**config.mk**
```make
export PLATFORM = sky130hd
export DESIGN_NAME = vcp_capture_port
export DESIGN_NICKNAME = d
export VERILOG_FILES = /design/src/vcp_pkg.sv /design/src/vcp_capture_port.sv
export SDC_FILE = /design/constraint.sdc
export NUM_CORES = 1
export LEC_CHECK = 0
export ABC_AREA = 1
export BUFFER_PORTS_ARGS = -buffer_cell sky130_fd_sc_hd__buf_2
export CELL_PAD_IN_SITES_DETAIL_PLACEMENT = 0
export CELL_PAD_IN_SITES_GLOBAL_PLACEMENT = 1
export CORE_MARGIN = 10
export CORE_UTILIZATION = 43
export CTS_CLUSTER_SIZE = 8
export DETAILED_ROUTE_END_ITERATION = 8
export GPL_ROUTABILITY_DRIVEN = 0
export HOLD_SLACK_MARGIN = 0.12
export PLACE_DENSITY = 0.77
export SETUP_SLACK_MARGIN = 0.3
export SYNTH_ARGS = -nofsm -noshare
export SYNTH_HDL_FRONTEND = slang
export SYNTH_SLANG_ARGS = --single-unit
```
**constraint.sdc**
```tcl
create_clock -name core_clk_i -period 3.6 [get_ports core_clk_i]
set_input_delay 1.08 -clock core_clk_i [delete_from_list [all_inputs] [get_ports core_clk_i]]
set_output_delay 1.08 -clock core_clk_i [all_outputs]
set_load 0.02 [all_outputs]
```
**src/vcp_pkg.sv**
```systemverilog
// Package of constants and types for the video capture port.
package vcp_pkg;

    // ------------------------------------------------------------------
    // Register indices on the plain register port
    // ------------------------------------------------------------------
    localparam logic [7:0] ADDR_CAPTURE_CONFIG = 8'h50;
    localparam logic [7:0] ADDR_CAPTURE_CONTROL = 8'h51;
    localparam logic [7:0] ADDR_VSTART_LOW = 8'h52;
    localparam logic [7:0] ADDR_VSTART_HIGH = 8'h53;
    localparam logic [7:0] ADDR_LINES_LOW = 8'h57;
    localparam logic [7:0] ADDR_LINES_HIGH = 8'h58;
    localparam logic [7:0] ADDR_STATUS = 8'h59;
    localparam logic [7:0] ADDR_SERIAL_PROG = 8'h5a;
    localparam logic [7:0] ADDR_BASE_LOW = 8'h5b;
    localparam logic [7:0] ADDR_BASE_HIGH = 8'h5c;

    // ------------------------------------------------------------------
    // Field positions and reset values
    // ------------------------------------------------------------------
    localparam int CFG_RISING_EDGE_BIT = 0;
    localparam int CFG_NON_INTERLACED_BIT = 1;
    localparam int CFG_WIDTH_8_BIT = 2;
    localparam int CFG_COMPRESS_BIT = 3;
    localparam int CTL_ENABLE_BIT = 3;
    localparam int LINES_HIGH_BIT = 5;
    localparam int SP_CLOCK_CTL_BIT = 0;
    localparam int SP_DATA_CTL_BIT = 1;
    localparam int SP_CLOCK_STAT_BIT = 2;
    localparam int SP_DATA_STAT_BIT = 7;
    localparam logic [7:0] REG_RESET = 8'h00;
    localparam logic [7:0] SP_RESET = 8'h03;

    // ------------------------------------------------------------------
    // Timing figures
    // ------------------------------------------------------------------
    localparam int SOURCE_RATE_KHZ = 13500;
    localparam int MAX_PIXEL_CLOCK_KHZ = 20250;
    localparam int CORE_CLOCK_KHZ = 200000;
    localparam int MIN_CORE_PER_HALF =
        CORE_CLOCK_KHZ / (2 * MAX_PIXEL_CLOCK_KHZ);

    typedef enum logic [3:0] {
        VCP_IDLE = 4'b0001,
        VCP_WAIT_VS = 4'b0010,
        VCP_SKIP = 4'b0100,
        VCP_CAPTURE = 4'b1000
    } vcp_state_t;

    typedef struct packed {
        logic pixel_clock;
        logic vsync;
        logic line_ref;
        logic valid;
        logic [7:0] luma;
        logic [7:0] chroma;
    } vcp_pins_t;

    typedef struct packed {
        logic [23:0] addr;
        logic [15:0] data;
        logic compressed;
    } vcp_mem_write_t;

endpackage

```
**src/vcp_capture_port.sv**
```systemverilog
// Video capture port receiver: pin sampling, window control, memory writes.
// Function
// - Pixels are taken at the source rate, independent of display read rate.
// - Pixels go to the video region of memory, raw or compressed.
// - Port width selects 8 or 16 bits per transfer.
// - Pixels are taken only while the valid qualifier is high, except in 16-bit mode two.
// - Vertical start offset counts from the trailing edge of vertical sync.
// - Nine-bit line count sets scanlines captured per field.
// - Nine-bit count skips that many line references before capture starts.
// - No horizontal window; each qualified sampling edge takes a pixel until LINE_WORDS words fill the line.
// - In 8-bit mode luma and chroma alternate on the luma bus.
// - In 16-bit mode, mode one samples on the falling edge using the valid qualifier.
// - In 16-bit mode, mode two samples on the rising edge, ignoring the valid qualifier.
// - Both modes take interlaced or non-interlaced fields.
// - Non-interlaced input writes addresses line after line.
// - A configuration register picks edge and interlace before enabling.
// - Capture starts only when the enable bit is written with one.
// - A two-wire open-drain serial programming channel is provided.
`timescale 1ns/100ps
`default_nettype none
module vcp_capture_port
    import vcp_pkg::*;
#(
    parameter int LINE_WORDS = 1024
)
(
    input wire logic core_clk_i,
    input wire logic reset_i,
    input wire vcp_pins_t pins_i,
    input wire logic [7:0] reg_addr_i,
    input wire logic [7:0] reg_wdata_i,
    input wire logic reg_write_i,
    input wire logic reg_read_i,
    output logic [7:0] reg_rdata_o,
    output vcp_mem_write_t mem_write_o,
    output logic mem_valid_o,
    output logic serial_prog_clock_oe_o,
    output logic serial_prog_data_oe_o,
    output logic serial_prog_clock_o,
    output logic serial_prog_data_o,
    input wire logic serial_prog_clock_i,
    input wire logic serial_prog_data_i,
    output logic field_odd_o
);

    // The column counter is 16 bits wide, so it cannot serve longer lines.
    if (LINE_WORDS < 2 || LINE_WORDS > 65535)
    begin : g_bad_line_words
        $error("LINE_WORDS out of range");
    end

    // ------------------------------------------------------------------
    // Pin synchronisers
    // ------------------------------------------------------------------
    // The pixel clock is slower than a quarter of the core clock, so
    // sampling it as data finds every edge with margin.
    vcp_pins_t pins_meta_q, pins_sync_q, pins_last_q;
    logic [1:0] sp_meta_q, sp_sync_q;
    always_ff @(posedge core_clk_i)
    begin
        if (reset_i)
        begin
            pins_meta_q <= '0;
            pins_sync_q <= '0;
            pins_last_q <= '0;
            sp_meta_q <= 2'h3;
            sp_sync_q <= 2'h3;
        end
        else
        begin
            pins_meta_q <= pins_i;
            pins_sync_q <= pins_meta_q;
            pins_last_q <= pins_sync_q;
            sp_meta_q <= {serial_prog_data_i, serial_prog_clock_i};
            sp_sync_q <= sp_meta_q;
        end
    end

    // ------------------------------------------------------------------
    // Registers
    // ------------------------------------------------------------------
    logic [7:0] config_q, control_q, vstart_low_q, vstart_high_q;
    logic [7:0] lines_low_q, lines_high_q, sp_q, base_low_q, base_high_q;
    vcp_state_t state_q;
    always_ff @(posedge core_clk_i)
    begin
        if (reset_i)
        begin
            config_q <= REG_RESET;
            control_q <= REG_RESET;
            vstart_low_q <= REG_RESET;
            vstart_high_q <= REG_RESET;
            lines_low_q <= REG_RESET;
            lines_high_q <= REG_RESET;
            sp_q <= SP_RESET;
            base_low_q <= REG_RESET;
            base_high_q <= REG_RESET;
        end
        else if (reg_write_i)
        begin
            case (reg_addr_i)
                ADDR_CAPTURE_CONFIG: config_q <= reg_wdata_i;
                ADDR_CAPTURE_CONTROL: control_q <= reg_wdata_i;
                ADDR_VSTART_LOW: vstart_low_q <= reg_wdata_i;
                ADDR_VSTART_HIGH: vstart_high_q <= reg_wdata_i;
                ADDR_LINES_LOW: lines_low_q <= reg_wdata_i;
                ADDR_LINES_HIGH: lines_high_q <= reg_wdata_i;
                ADDR_SERIAL_PROG: sp_q <= reg_wdata_i;
                ADDR_BASE_LOW: base_low_q <= reg_wdata_i;
                ADDR_BASE_HIGH: base_high_q <= reg_wdata_i;
                default: ;
            endcase
        end
    end

    always_ff @(posedge core_clk_i)
    begin
        if (reset_i || !reg_read_i)
        begin
            reg_rdata_o <= 8'h00;
        end
        else
        begin
            case (reg_addr_i)
                ADDR_CAPTURE_CONFIG: reg_rdata_o <= config_q;
                ADDR_CAPTURE_CONTROL: reg_rdata_o <= control_q;
                ADDR_VSTART_LOW: reg_rdata_o <= vstart_low_q;
                ADDR_VSTART_HIGH: reg_rdata_o <= {7'h00, vstart_high_q[0]};
                ADDR_LINES_LOW: reg_rdata_o <= lines_low_q;
                ADDR_LINES_HIGH: reg_rdata_o <= lines_high_q;
                ADDR_STATUS: reg_rdata_o <= {3'h0, field_odd_o, state_q};
                ADDR_SERIAL_PROG: reg_rdata_o <=
                    {sp_sync_q[1], 4'h0, sp_sync_q[0], sp_q[1:0]};
                ADDR_BASE_LOW: reg_rdata_o <= base_low_q;
                ADDR_BASE_HIGH: reg_rdata_o <= base_high_q;
                default: reg_rdata_o <= 8'h00;
            endcase
        end
    end

    // Open-drain pins: the enable is high only while pulling low.
    always_ff @(posedge core_clk_i)
    begin
        if (reset_i)
        begin
            serial_prog_clock_oe_o <= 1'b0;
            serial_prog_data_oe_o <= 1'b0;
            serial_prog_clock_o <= 1'b0;
            serial_prog_data_o <= 1'b0;
        end
        else
        begin
            serial_prog_clock_oe_o <= ~sp_q[SP_CLOCK_CTL_BIT];
            serial_prog_data_oe_o <= ~sp_q[SP_DATA_CTL_BIT];
            serial_prog_clock_o <= 1'b0;
            serial_prog_data_o <= 1'b0;
        end
    end

    // ------------------------------------------------------------------
    // Edge detection and qualification
    // ------------------------------------------------------------------
    logic enable, rising_mode, width8, take;
    logic clk_rise, clk_fall, line_rise, vsync_fall;
    logic [8:0] lines_total, vstart;

    assign enable = control_q[CTL_ENABLE_BIT];
    assign rising_mode = config_q[CFG_RISING_EDGE_BIT];
    assign width8 = config_q[CFG_WIDTH_8_BIT];
    assign clk_rise = pins_sync_q.pixel_clock & ~pins_last_q.pixel_clock;
    assign clk_fall = ~pins_sync_q.pixel_clock & pins_last_q.pixel_clock;
    assign line_rise = pins_sync_q.line_ref & ~pins_last_q.line_ref;
    assign vsync_fall = ~pins_sync_q.vsync & pins_last_q.vsync;
    assign lines_total = {lines_high_q[LINES_HIGH_BIT], lines_low_q};
    assign vstart = {vstart_high_q[0], vstart_low_q};

    // 16-bit mode two ignores the qualifier; 8-bit mode uses both edges.
    always_comb
    begin
        if (width8)
        begin
            take = (clk_rise | clk_fall) & pins_last_q.valid;
        end
        else if (rising_mode)
        begin
            take = clk_rise;
        end
        else
        begin
            take = clk_fall & pins_last_q.valid;
        end
    end

    // ------------------------------------------------------------------
    // Vertical window state machine
    // ------------------------------------------------------------------
    logic [8:0] line_cnt_q;
    always_ff @(posedge core_clk_i)
    begin
        if (reset_i)
        begin
            state_q <= VCP_IDLE;
            line_cnt_q <= 9'h000;
        end
        else
        begin
            case (state_q)
                VCP_IDLE:
                    if (enable)
                    begin
                        state_q <= VCP_WAIT_VS;
                    end
                VCP_WAIT_VS:
                    if (!enable)
                    begin
                        state_q <= VCP_IDLE;
                    end
                    else if (vsync_fall)
                    begin
                        state_q <= VCP_SKIP;
                        line_cnt_q <= 9'h000;
                    end
                VCP_SKIP:
                    if (!enable)
                    begin
                        state_q <= VCP_IDLE;
                    end
                    else if (line_cnt_q == vstart)
                    begin
                        state_q <= VCP_CAPTURE;
                        line_cnt_q <= 9'h000;
                    end
                    else if (line_rise)
                    begin
                        line_cnt_q <= line_cnt_q + 9'h001;
                    end
                VCP_CAPTURE:
                    if (!enable || line_cnt_q == lines_total)
                    begin
                        state_q <= enable ? VCP_WAIT_VS : VCP_IDLE;
                    end
                    else if (line_rise)
                    begin
                        line_cnt_q <= line_cnt_q + 9'h001;
                    end
                default: state_q <= VCP_IDLE;
            endcase
        end
    end

    // ------------------------------------------------------------------
    // Pixel assembly and address generation
    // ------------------------------------------------------------------
    // Interlaced fields interleave lines; field parity flips each vsync.
    logic half_q, line_started_q;
    logic [7:0] luma_hold_q;
    logic [15:0] col_q, row_q;
    always_ff @(posedge core_clk_i)
    begin
        if (reset_i)
        begin
            field_odd_o <= 1'b0;
        end
        else if (vsync_fall)
        begin
            field_odd_o <= ~config_q[CFG_NON_INTERLACED_BIT] & ~field_odd_o;
        end
    end

    always_ff @(posedge core_clk_i)
    begin
        if (reset_i)
        begin
            half_q <= 1'b0;
            luma_hold_q <= 8'h00;
            col_q <= 16'h0000;
            row_q <= 16'h0000;
            line_started_q <= 1'b0;
            mem_valid_o <= 1'b0;
            mem_write_o <= '0;
        end
        else
        begin
            mem_valid_o <= 1'b0;
            if (state_q != VCP_CAPTURE)
            begin
                half_q <= 1'b0;
                col_q <= 16'h0000;
                row_q <= 16'h0000;
                line_started_q <= 1'b0;
            end
            else if (line_rise)
            begin
                half_q <= 1'b0;
                col_q <= 16'h0000;
                if (line_started_q)
                begin
                    row_q <= row_q + (config_q[CFG_NON_INTERLACED_BIT]
                                      ? 16'h0001 : 16'h0002);
                end
            end
            else if (take && col_q < 16'(LINE_WORDS))
            begin
                line_started_q <= 1'b1;
                if (width8 && !half_q)
                begin
                    half_q <= 1'b1;
                    luma_hold_q <= pins_last_q.luma;
                end
                else
                begin
                    half_q <= 1'b0;
                    col_q <= col_q + 16'h0001;
                    mem_valid_o <= 1'b1;
                    mem_write_o.data <= width8
                        ? {luma_hold_q, pins_last_q.luma}
                        : {pins_last_q.luma, pins_last_q.chroma};
                    mem_write_o.compressed <= config_q[CFG_COMPRESS_BIT];
                    mem_write_o.addr <= {base_high_q, base_low_q, 8'h00}
                        + 24'(row_q + {15'h0000, field_odd_o
                              & ~config_q[CFG_NON_INTERLACED_BIT]})
                          * 24'(LINE_WORDS) + 24'(col_q);
                end
            end
        end
    end

endmodule
`default_nettype wire

```
==> flow_summary.yaml, run 1 <==
detailed_routing:
  drc: 0
  vias_per_cell: 4.86
  firstDrtPassIters: 5
  routed_wl_um: 28700
  wl_per_cell_um: 15.2
  first_iter_violations: 615
  ant_nets: 0
  vias: 9136
pwr:
  switchingPower_mw: 1.26
  combPwrFrac_pct: 3.0
  cellLeakagePower_nw: 5.48
  switching_share_pct: 22.5
  p_int_mw: 4.34
  seqPwrFrac_pct: 46.2
  cellPowerDensity_nw_per_um2: 461
  ir_drop_v: 0.000279
  p_clk_share_pct: 50.8
  finalPower_mw: 5.60
sta:
  maxSlewHeadroom_pct: 52.0
  tns_ns: 0
  rsz0062_at_grt: "false"
  period_minus_slack_ns: 2.98
  worst_pin_slew_ns: 0.721
  setup_violations: 0
  slew_viol_final: 0
  hold_viol: 0
  max_freq_mhz: 335
  clock_skew_ns: 0.0173
  finalCritPeriodShare_pct: 82.9
finish:
  final_common_cell: "nand2_1"
  layout.nets: 1634
  drive_gt1_share_pct: 10.7
  final_cell_mix: "nand2_1 (272), dfxtp_1 (229), nor2_1 (228)"
  area_growth_syn_to_layout_pct: 15.8
  diodes: 0
  stdcell_count: 1880
clock_network:
  h-tree-depth: 2
  clk_pin_slew_worst_paths_ns: 0.05
  cts.root.buffer_cell: "clkbuf_16"
  cts_tree: "done"
  clk-insertion-delay-late_ns: 0.52
  cts.sinks: 229
  cts_made_buffers: 34
  clock_path_buffers: 3
  postCtsHoldBufs: 0
  cts_setup_buffers: 0
synth:
  syn-cell-area_um2: 10500
  synth_cell_types: 44
  avgSynthCellArea_um2: 7.18
  syn_inst: 1459
  ys_seq_area_share_pct: 43.8
  ys_warn_count: 0
  synth-seq-cells: 229
worst_setup_path:
  cp_common_cell: "nor2_1"
  endpoint_kind: "flip-flop"
  cp_slowest_stage_delay_ns: 0.44
  critical_path.slowest_cell: "fa_1"
  crit_path_start_kind: "flip-flop"
  path_max_fanout: 4
  worstSetupPathType: "reg2reg"
  arrival_ns: 3.43
  required_ns: 4.04
  crit_chain: "inv_1 -> nor2_1 -> ha_1 -> nand3_1 -> nor2_1 -> xor2_1 -> fa_1 -> ha_1 -> a21oi_1 -> o21ai_0 -> a21oi_1 -> nand3_1 -> nand2_1 -> nor2_1 -> nor2_1"
grt:
  grt_max_degree: 73
  grt_pass1_vias: 8863
  grt-ovfl-total: 0
  antenna_found_initial: 0
  grt_pass1_wl_um: 46400
  track_usage_pct: 18.3
status:
  status: "finished clean"
die:
  dieArea_um2: 31000
  rows: 57
  fp.dieH_um: 176
  io_pins: 97
  die_x_um: 176
  start_util_pct: 43.3
  coreArea_um2: 24200
place:
  port_buffers: 94
  dp_cells: 1841
  hpwl_um: 21100
hold_path:
  hold_class: "reg2reg"
run:
  max-cap-violations: 0
-- synth_stat cells, drive strengths merged --
library cell,number,share of area [%]
nand4,15,0.90
ha,31,3.7
o22ai,16,1.0
nand2,274,9.9
fa,8,1.5
nand3,55,2.8
or2,5,0.30
a22oi,6,0.43
xor2,20,1.7
dfxtp,229,44
nor4,2,0.12
clkbuf,25,0.91
a31oi,3,0.18
xnor2,13,1.1
a211oi,2,0.14
nor3,12,0.78
o21ai,124,5.9
o211ai,4,0.29
o21a,3,0.21
clkinv,2,0.072
a21oi,119,5.7
a21boi,1,0.072
buf,20,1.1
inv,226,8.1
nand3b,7,0.50
conb,1,0.036
a21o,1,0.072
nor2,235,8.7
-- critical path: cells and delay by family (launching register included) --
family / cells / cell delay (ns)
xor gates and xnor gates: 1 / 0.22
and+or+nand+nor: 7 / 0.77
buffers and inverters: 1 / 0.08
DFF: 1 / 0.32
AOI/OAI and AO/OA: 3 / 0.54
adders and majority gates: 3 / 0.98
-- layer usage --
metal / wire length [um] / vias up / GRT usage [%] / part of all wire [%]
met4: 568 / 0 / 5.65 / 2.0
met3: 1700 / 46 / 3.57 / 5.9
met1: 14000 / 4056 / 25.2 / 49
met5: 0 / - / 0 / 0
li1: - / 4787 / - / -
met2: 12400 / 247 / 28.4 / 43
-- layout make-up --
| cell class | instances | area, um2 |
|---|---|---|
| Clock inverter | 3 | 56.3 |
| Tap cell | 324 | 405 |
| Fill cell | 2458 | 12000 |
| Clock buffer | 36 | 868 |
| Sequential cell | 229 | 4580 |
| Inverter | 228 | 856 |
| Timing Repair Buffer | 102 | 531 |
| Multi-Input combinational cell | 958 | 4830 |
-- state kept, by name, indices dropped and copies added (netlist names), 9 cells and up --
signal / flops
pins_last_q: 20
pins_meta_q: 20
pins_sync_q: 20
mem_write_o: 41
col_q: 16
line_cnt_q: 9
row_q: 14
-- what timing repair did --
item,CTS,global route
gates resized for setup,0,1
endpoints found under the hold margin,0,0
endpoints found under the setup margin,0,1
-- kinds of logic (layout without fill, tap and decap cells) --
logic type / Yosys count / in the layout / share of synthesized area [%]
simple gates: 605 / 605 / 24.0
compound gates: 279 / 279 / 14.0
buf+inv: 273 / 369 / 10.2
flops: 229 / 229 / 43.8
fa+ha+maj: 39 / 39 / 5.23
xor+xnor: 33 / 33 / 2.76
other cells: 1 / 2 / 0.0358
-- stage by stage --
stage / hold WS (ns) / setup slack, ns / cell area, um2 / utilization [%]
2_1_floorplan: 0.388 / 0.788 / 10500 / -
4_1_cts: 0.397 / 0.592 / 12100 / 50.2
3_5_place_dp: 0.392 / 0.623 / 11200 / 46.4
5_1_grt: 0.410 / 0.312 / 12100 / 50.2
3_3_place_gp: 0.390 / 0.622 / 11200 / 46.4
6_report: 0.396 / 0.615 / 12100 / 50.2
-- final timing paths --
kind                      to  cells after the start  slack (ns)            from
max          mem_write_o[39]                     15        0.62     field_odd_o
min           pins_sync_q[1]                      2        0.40  pins_meta_q[1]
max reg2reg  mem_write_o[39]                     15        0.62     field_odd_o
min reg2reg   pins_sync_q[1]                      2        0.40  pins_meta_q[1]
-- power by group through the flow --
stage / Clock, mW / Sequential [mW] / Combinational (mW)
2_1_floorplan: 0 / 2.63 / 0.102
3_3_place_gp: 0 / 2.63 / 0.165
3_5_place_dp: 0 / 2.63 / 0.167
4_1_cts: 2.91 / 2.58 / 0.167
5_1_grt: 3.01 / 2.58 / 0.191
6_report: 2.85 / 2.58 / 0.167
(Power assumes the default switching activity.)
==> run 2: changes to the inputs <==
--- a/config.mk
+++ b/config.mk
@@ -10,12 +10,12 @@
 export CELL_PAD_IN_SITES_DETAIL_PLACEMENT = 0
 export CELL_PAD_IN_SITES_GLOBAL_PLACEMENT = 1
 export CORE_MARGIN = 10
-export CORE_UTILIZATION = 43
+export CORE_UTILIZATION = 39
 export CTS_CLUSTER_SIZE = 8
 export DETAILED_ROUTE_END_ITERATION = 8
 export GPL_ROUTABILITY_DRIVEN = 0
 export HOLD_SLACK_MARGIN = 0.12
-export PLACE_DENSITY = 0.77
+export PLACE_DENSITY = 0.74
 export SETUP_SLACK_MARGIN = 0.3
 export SYNTH_ARGS = -nofsm -noshare
 export SYNTH_HDL_FRONTEND = slang
==> constraint.sdc (replaced) <==
create_clock -name core_clk_i -period 2.4 [get_ports core_clk_i]
set_input_delay 0.72 -clock core_clk_i [delete_from_list [all_inputs] [get_ports core_clk_i]]
set_output_delay 0.72 -clock core_clk_i [all_outputs]
set_load 0.02 [all_outputs]
==> flow_summary.yaml, run 2 (synthesized netlist as in run 1, its figures left out) <==
die:
  io_pins: 97
  dieArea_um2: 33800
  fp.dieH_um: 184
  coreArea_um2: 26300
  rows: 59
  start_util_pct: 39.9
  die_x_um: 184
run:
  max-cap-violations: 0
finish:
  layout.nets: 1706
  largest_reg_flops: 41
  diodes: 0
  drive_gt1_share_pct: 19.4
  num-fill-cells: 2635
  final_common_cell: "nand2_1"
  area_growth_syn_to_layout_pct: 26.8
  regMostFlops: "mem_write_o"
  final_cell_mix: "nand2_1 (258), dfxtp_1 (226), inv_1 (217)"
worst_setup_path:
  critical_path.slowest_cell: "fa_1"
  required_ns: 2.84
  endpoint_kind: "flip-flop"
  cp_top_family: "adder cells"
  r2r_start: "field_odd_o"
  r2r_slack_ns: -0.26
  crit_path_start_kind: "flip-flop"
  arrival_ns: 3.10
  path_max_fanout: 4
  r2r_end: "mem_write_o[35]"
  cp-startpoint: "field_odd_o"
  crit_buf_inv: 1
  cp_slowest_stage_delay_ns: 0.47
  worstSetupPathType: "reg2reg"
  r2r_cells: 13
  crit_chain: "inv_4 -> nor2_4 -> ha_4 -> nand3_4 -> nor2_4 -> xor2_2 -> fa_1 -> ha_4 -> a21oi_4 -> o21ai_2 -> nand3b_1 -> xor2_1 -> a21oi_1"
clock_network:
  cts.root.buffer_cell: "clkbuf_16"
  cts.sinks: 229
  h-tree-depth: 2
  postCtsHoldBufs: 0
  clock_path_buffers: 3
  cts_made_buffers: 34
  cts_tree: "done"
  clk_pin_slew_worst_paths_ns: 0.05
  clk-insertion-delay-late_ns: 0.52
hold_path:
  hold_class: "in2reg"
  worstHoldStart: "serial_prog_data_i"
  hold_depth: 2
  holdPathEnd: "sp_meta_q[1]"
place:
  hpwl_um: 22100
  port_buffers: 94
status:
  violations: "setup timing"
  status: "complete, but fails checks"
sta:
  setup_violations: 12
  max_freq_mhz: 377
  clock_skew_ns: 0.0211
  tns_ns: -2.19
  hold_viol: 0
  layout_setup_ws_ns: -0.256
  worst_pin_slew_ns: 0.743
  rsz0062_at_grt: "true"
  slew_viol_final: 0
  period_minus_slack_ns: 2.66
  maxSlewHeadroom_pct: 50.4
  finalCritPeriodShare_pct: 111
detailed_routing:
  vias: 9470
  drc: 0
  wl_per_cell_um: 15.1
  routed_wl_um: 29600
  ant_nets: 0
  firstDrtPassIters: 4
  vias_per_cell: 4.82
  first_iter_violations: 556
grt:
  track_usage_pct: 17.5
  antenna_found_initial: 0
  grt_max_degree: 73
  grt_pass1_vias: 9263
  grt-ovfl-total: 0
  grt_pass1_wl_um: 48000
pwr:
  cellPowerDensity_nw_per_um2: 630
  cellLeakagePower_nw: 5.95
  ir_drop_v: 0.000533
  finalPower_mw: 8.37
[run 2: cell count changes in the layout (fill, tap and decap cells not counted), moves of 7 or more]
cell / delta
nand2_2: +8
ha_4: +12
a21oi_4: +7
a21oi_1: -11
nor2_1: -12
buf_4: +64
ha_1: -13
nand2_1: -14
[run 2: how the worst max path moves through the flow]
stage | to | slack, ns | cells after the start
2_1_floorplan | mem_write_o[33] | -0.22 | 13
3_3_place_gp | mem_write_o[39] | -0.37 | 16
3_5_place_dp | mem_write_o[38] | -0.39 | 19
4_1_cts | mem_write_o[35] | -0.26 | 13
5_1_grt | mem_write_o[39] | -0.45 | 17
6_report | mem_write_o[35] | -0.26 | 13
[run 2: stage by stage]
| stage | hold slack (ns) | cell area (um2) | worst slack [ns] | std cells | util, % |
|---|---|---|---|---|---|
| floorplan | 0.388 | 10700 | -0.221 | 1460 | - |
| global placement | 0.391 | 11900 | -0.372 | 1916 | 45.3 |
| detailed placement | 0.392 | 11900 | -0.389 | 1916 | 45.3 |
| CTS | 0.373 | 13100 | -0.265 | 1961 | 49.9 |
| global route | 0.385 | 13300 | -0.448 | 1965 | 50.6 |
| finish | 0.388 | 13300 | -0.256 | 1965 | 50.6 |
[run 2: timing repair]
action,4_1_cts,5_1_grt
setup endpoints to repair,14,45
resized for setup,50,33
buffers inserted,4,4
pin swaps,36,26
[run 2: worst register-to-register path, cell delays in order, from the launching register on]
cell,delay (ns)
dfxtp_4,0.35
inv_4,0.04
nor2_4,0.09
ha_4,0.17
nand3_4,0.12
nor2_4,0.15
xor2_2,0.16
fa_1,0.47
ha_4,0.30
a21oi_4,0.17
o21ai_2,0.08
nand3b_1,0.17
xor2_1,0.17
a21oi_1,0.13
[run 2: layout make-up]
cell class,instances,area [um2],share of cell area [%]
clock buffers,38,866,6.52
repair buffers,174,1120,8.42
flip-flops and latches,229,4590,34.5
well taps,335,419,3.15
clock inverters,3,56.3,0.424
inverters,228,858,6.46
multi-input cells,958,5380,40.5
[run 2: per-layer routing]
| layer | vias to the layer above | GRT usage, % | wire length [um] |
|---|---|---|---|
| met5 | - | 0 | 0 |
| met3 | 43 | 4.03 | 1700 |
| li1 | 4926 | - | - |
| met2 | 198 | 28.9 | 13700 |
| met4 | 0 | 5.11 | 580 |
| met1 | 4303 | 22.3 | 13600 |
[run 2: report_power, final]
group	switching, mW	internal, mW	total (mW)
registers	0.0180	3.86	3.88
clock network	1.68	2.55	4.23
logic	0.173	0.0902	0.263
total	1.87	6.50	8.37
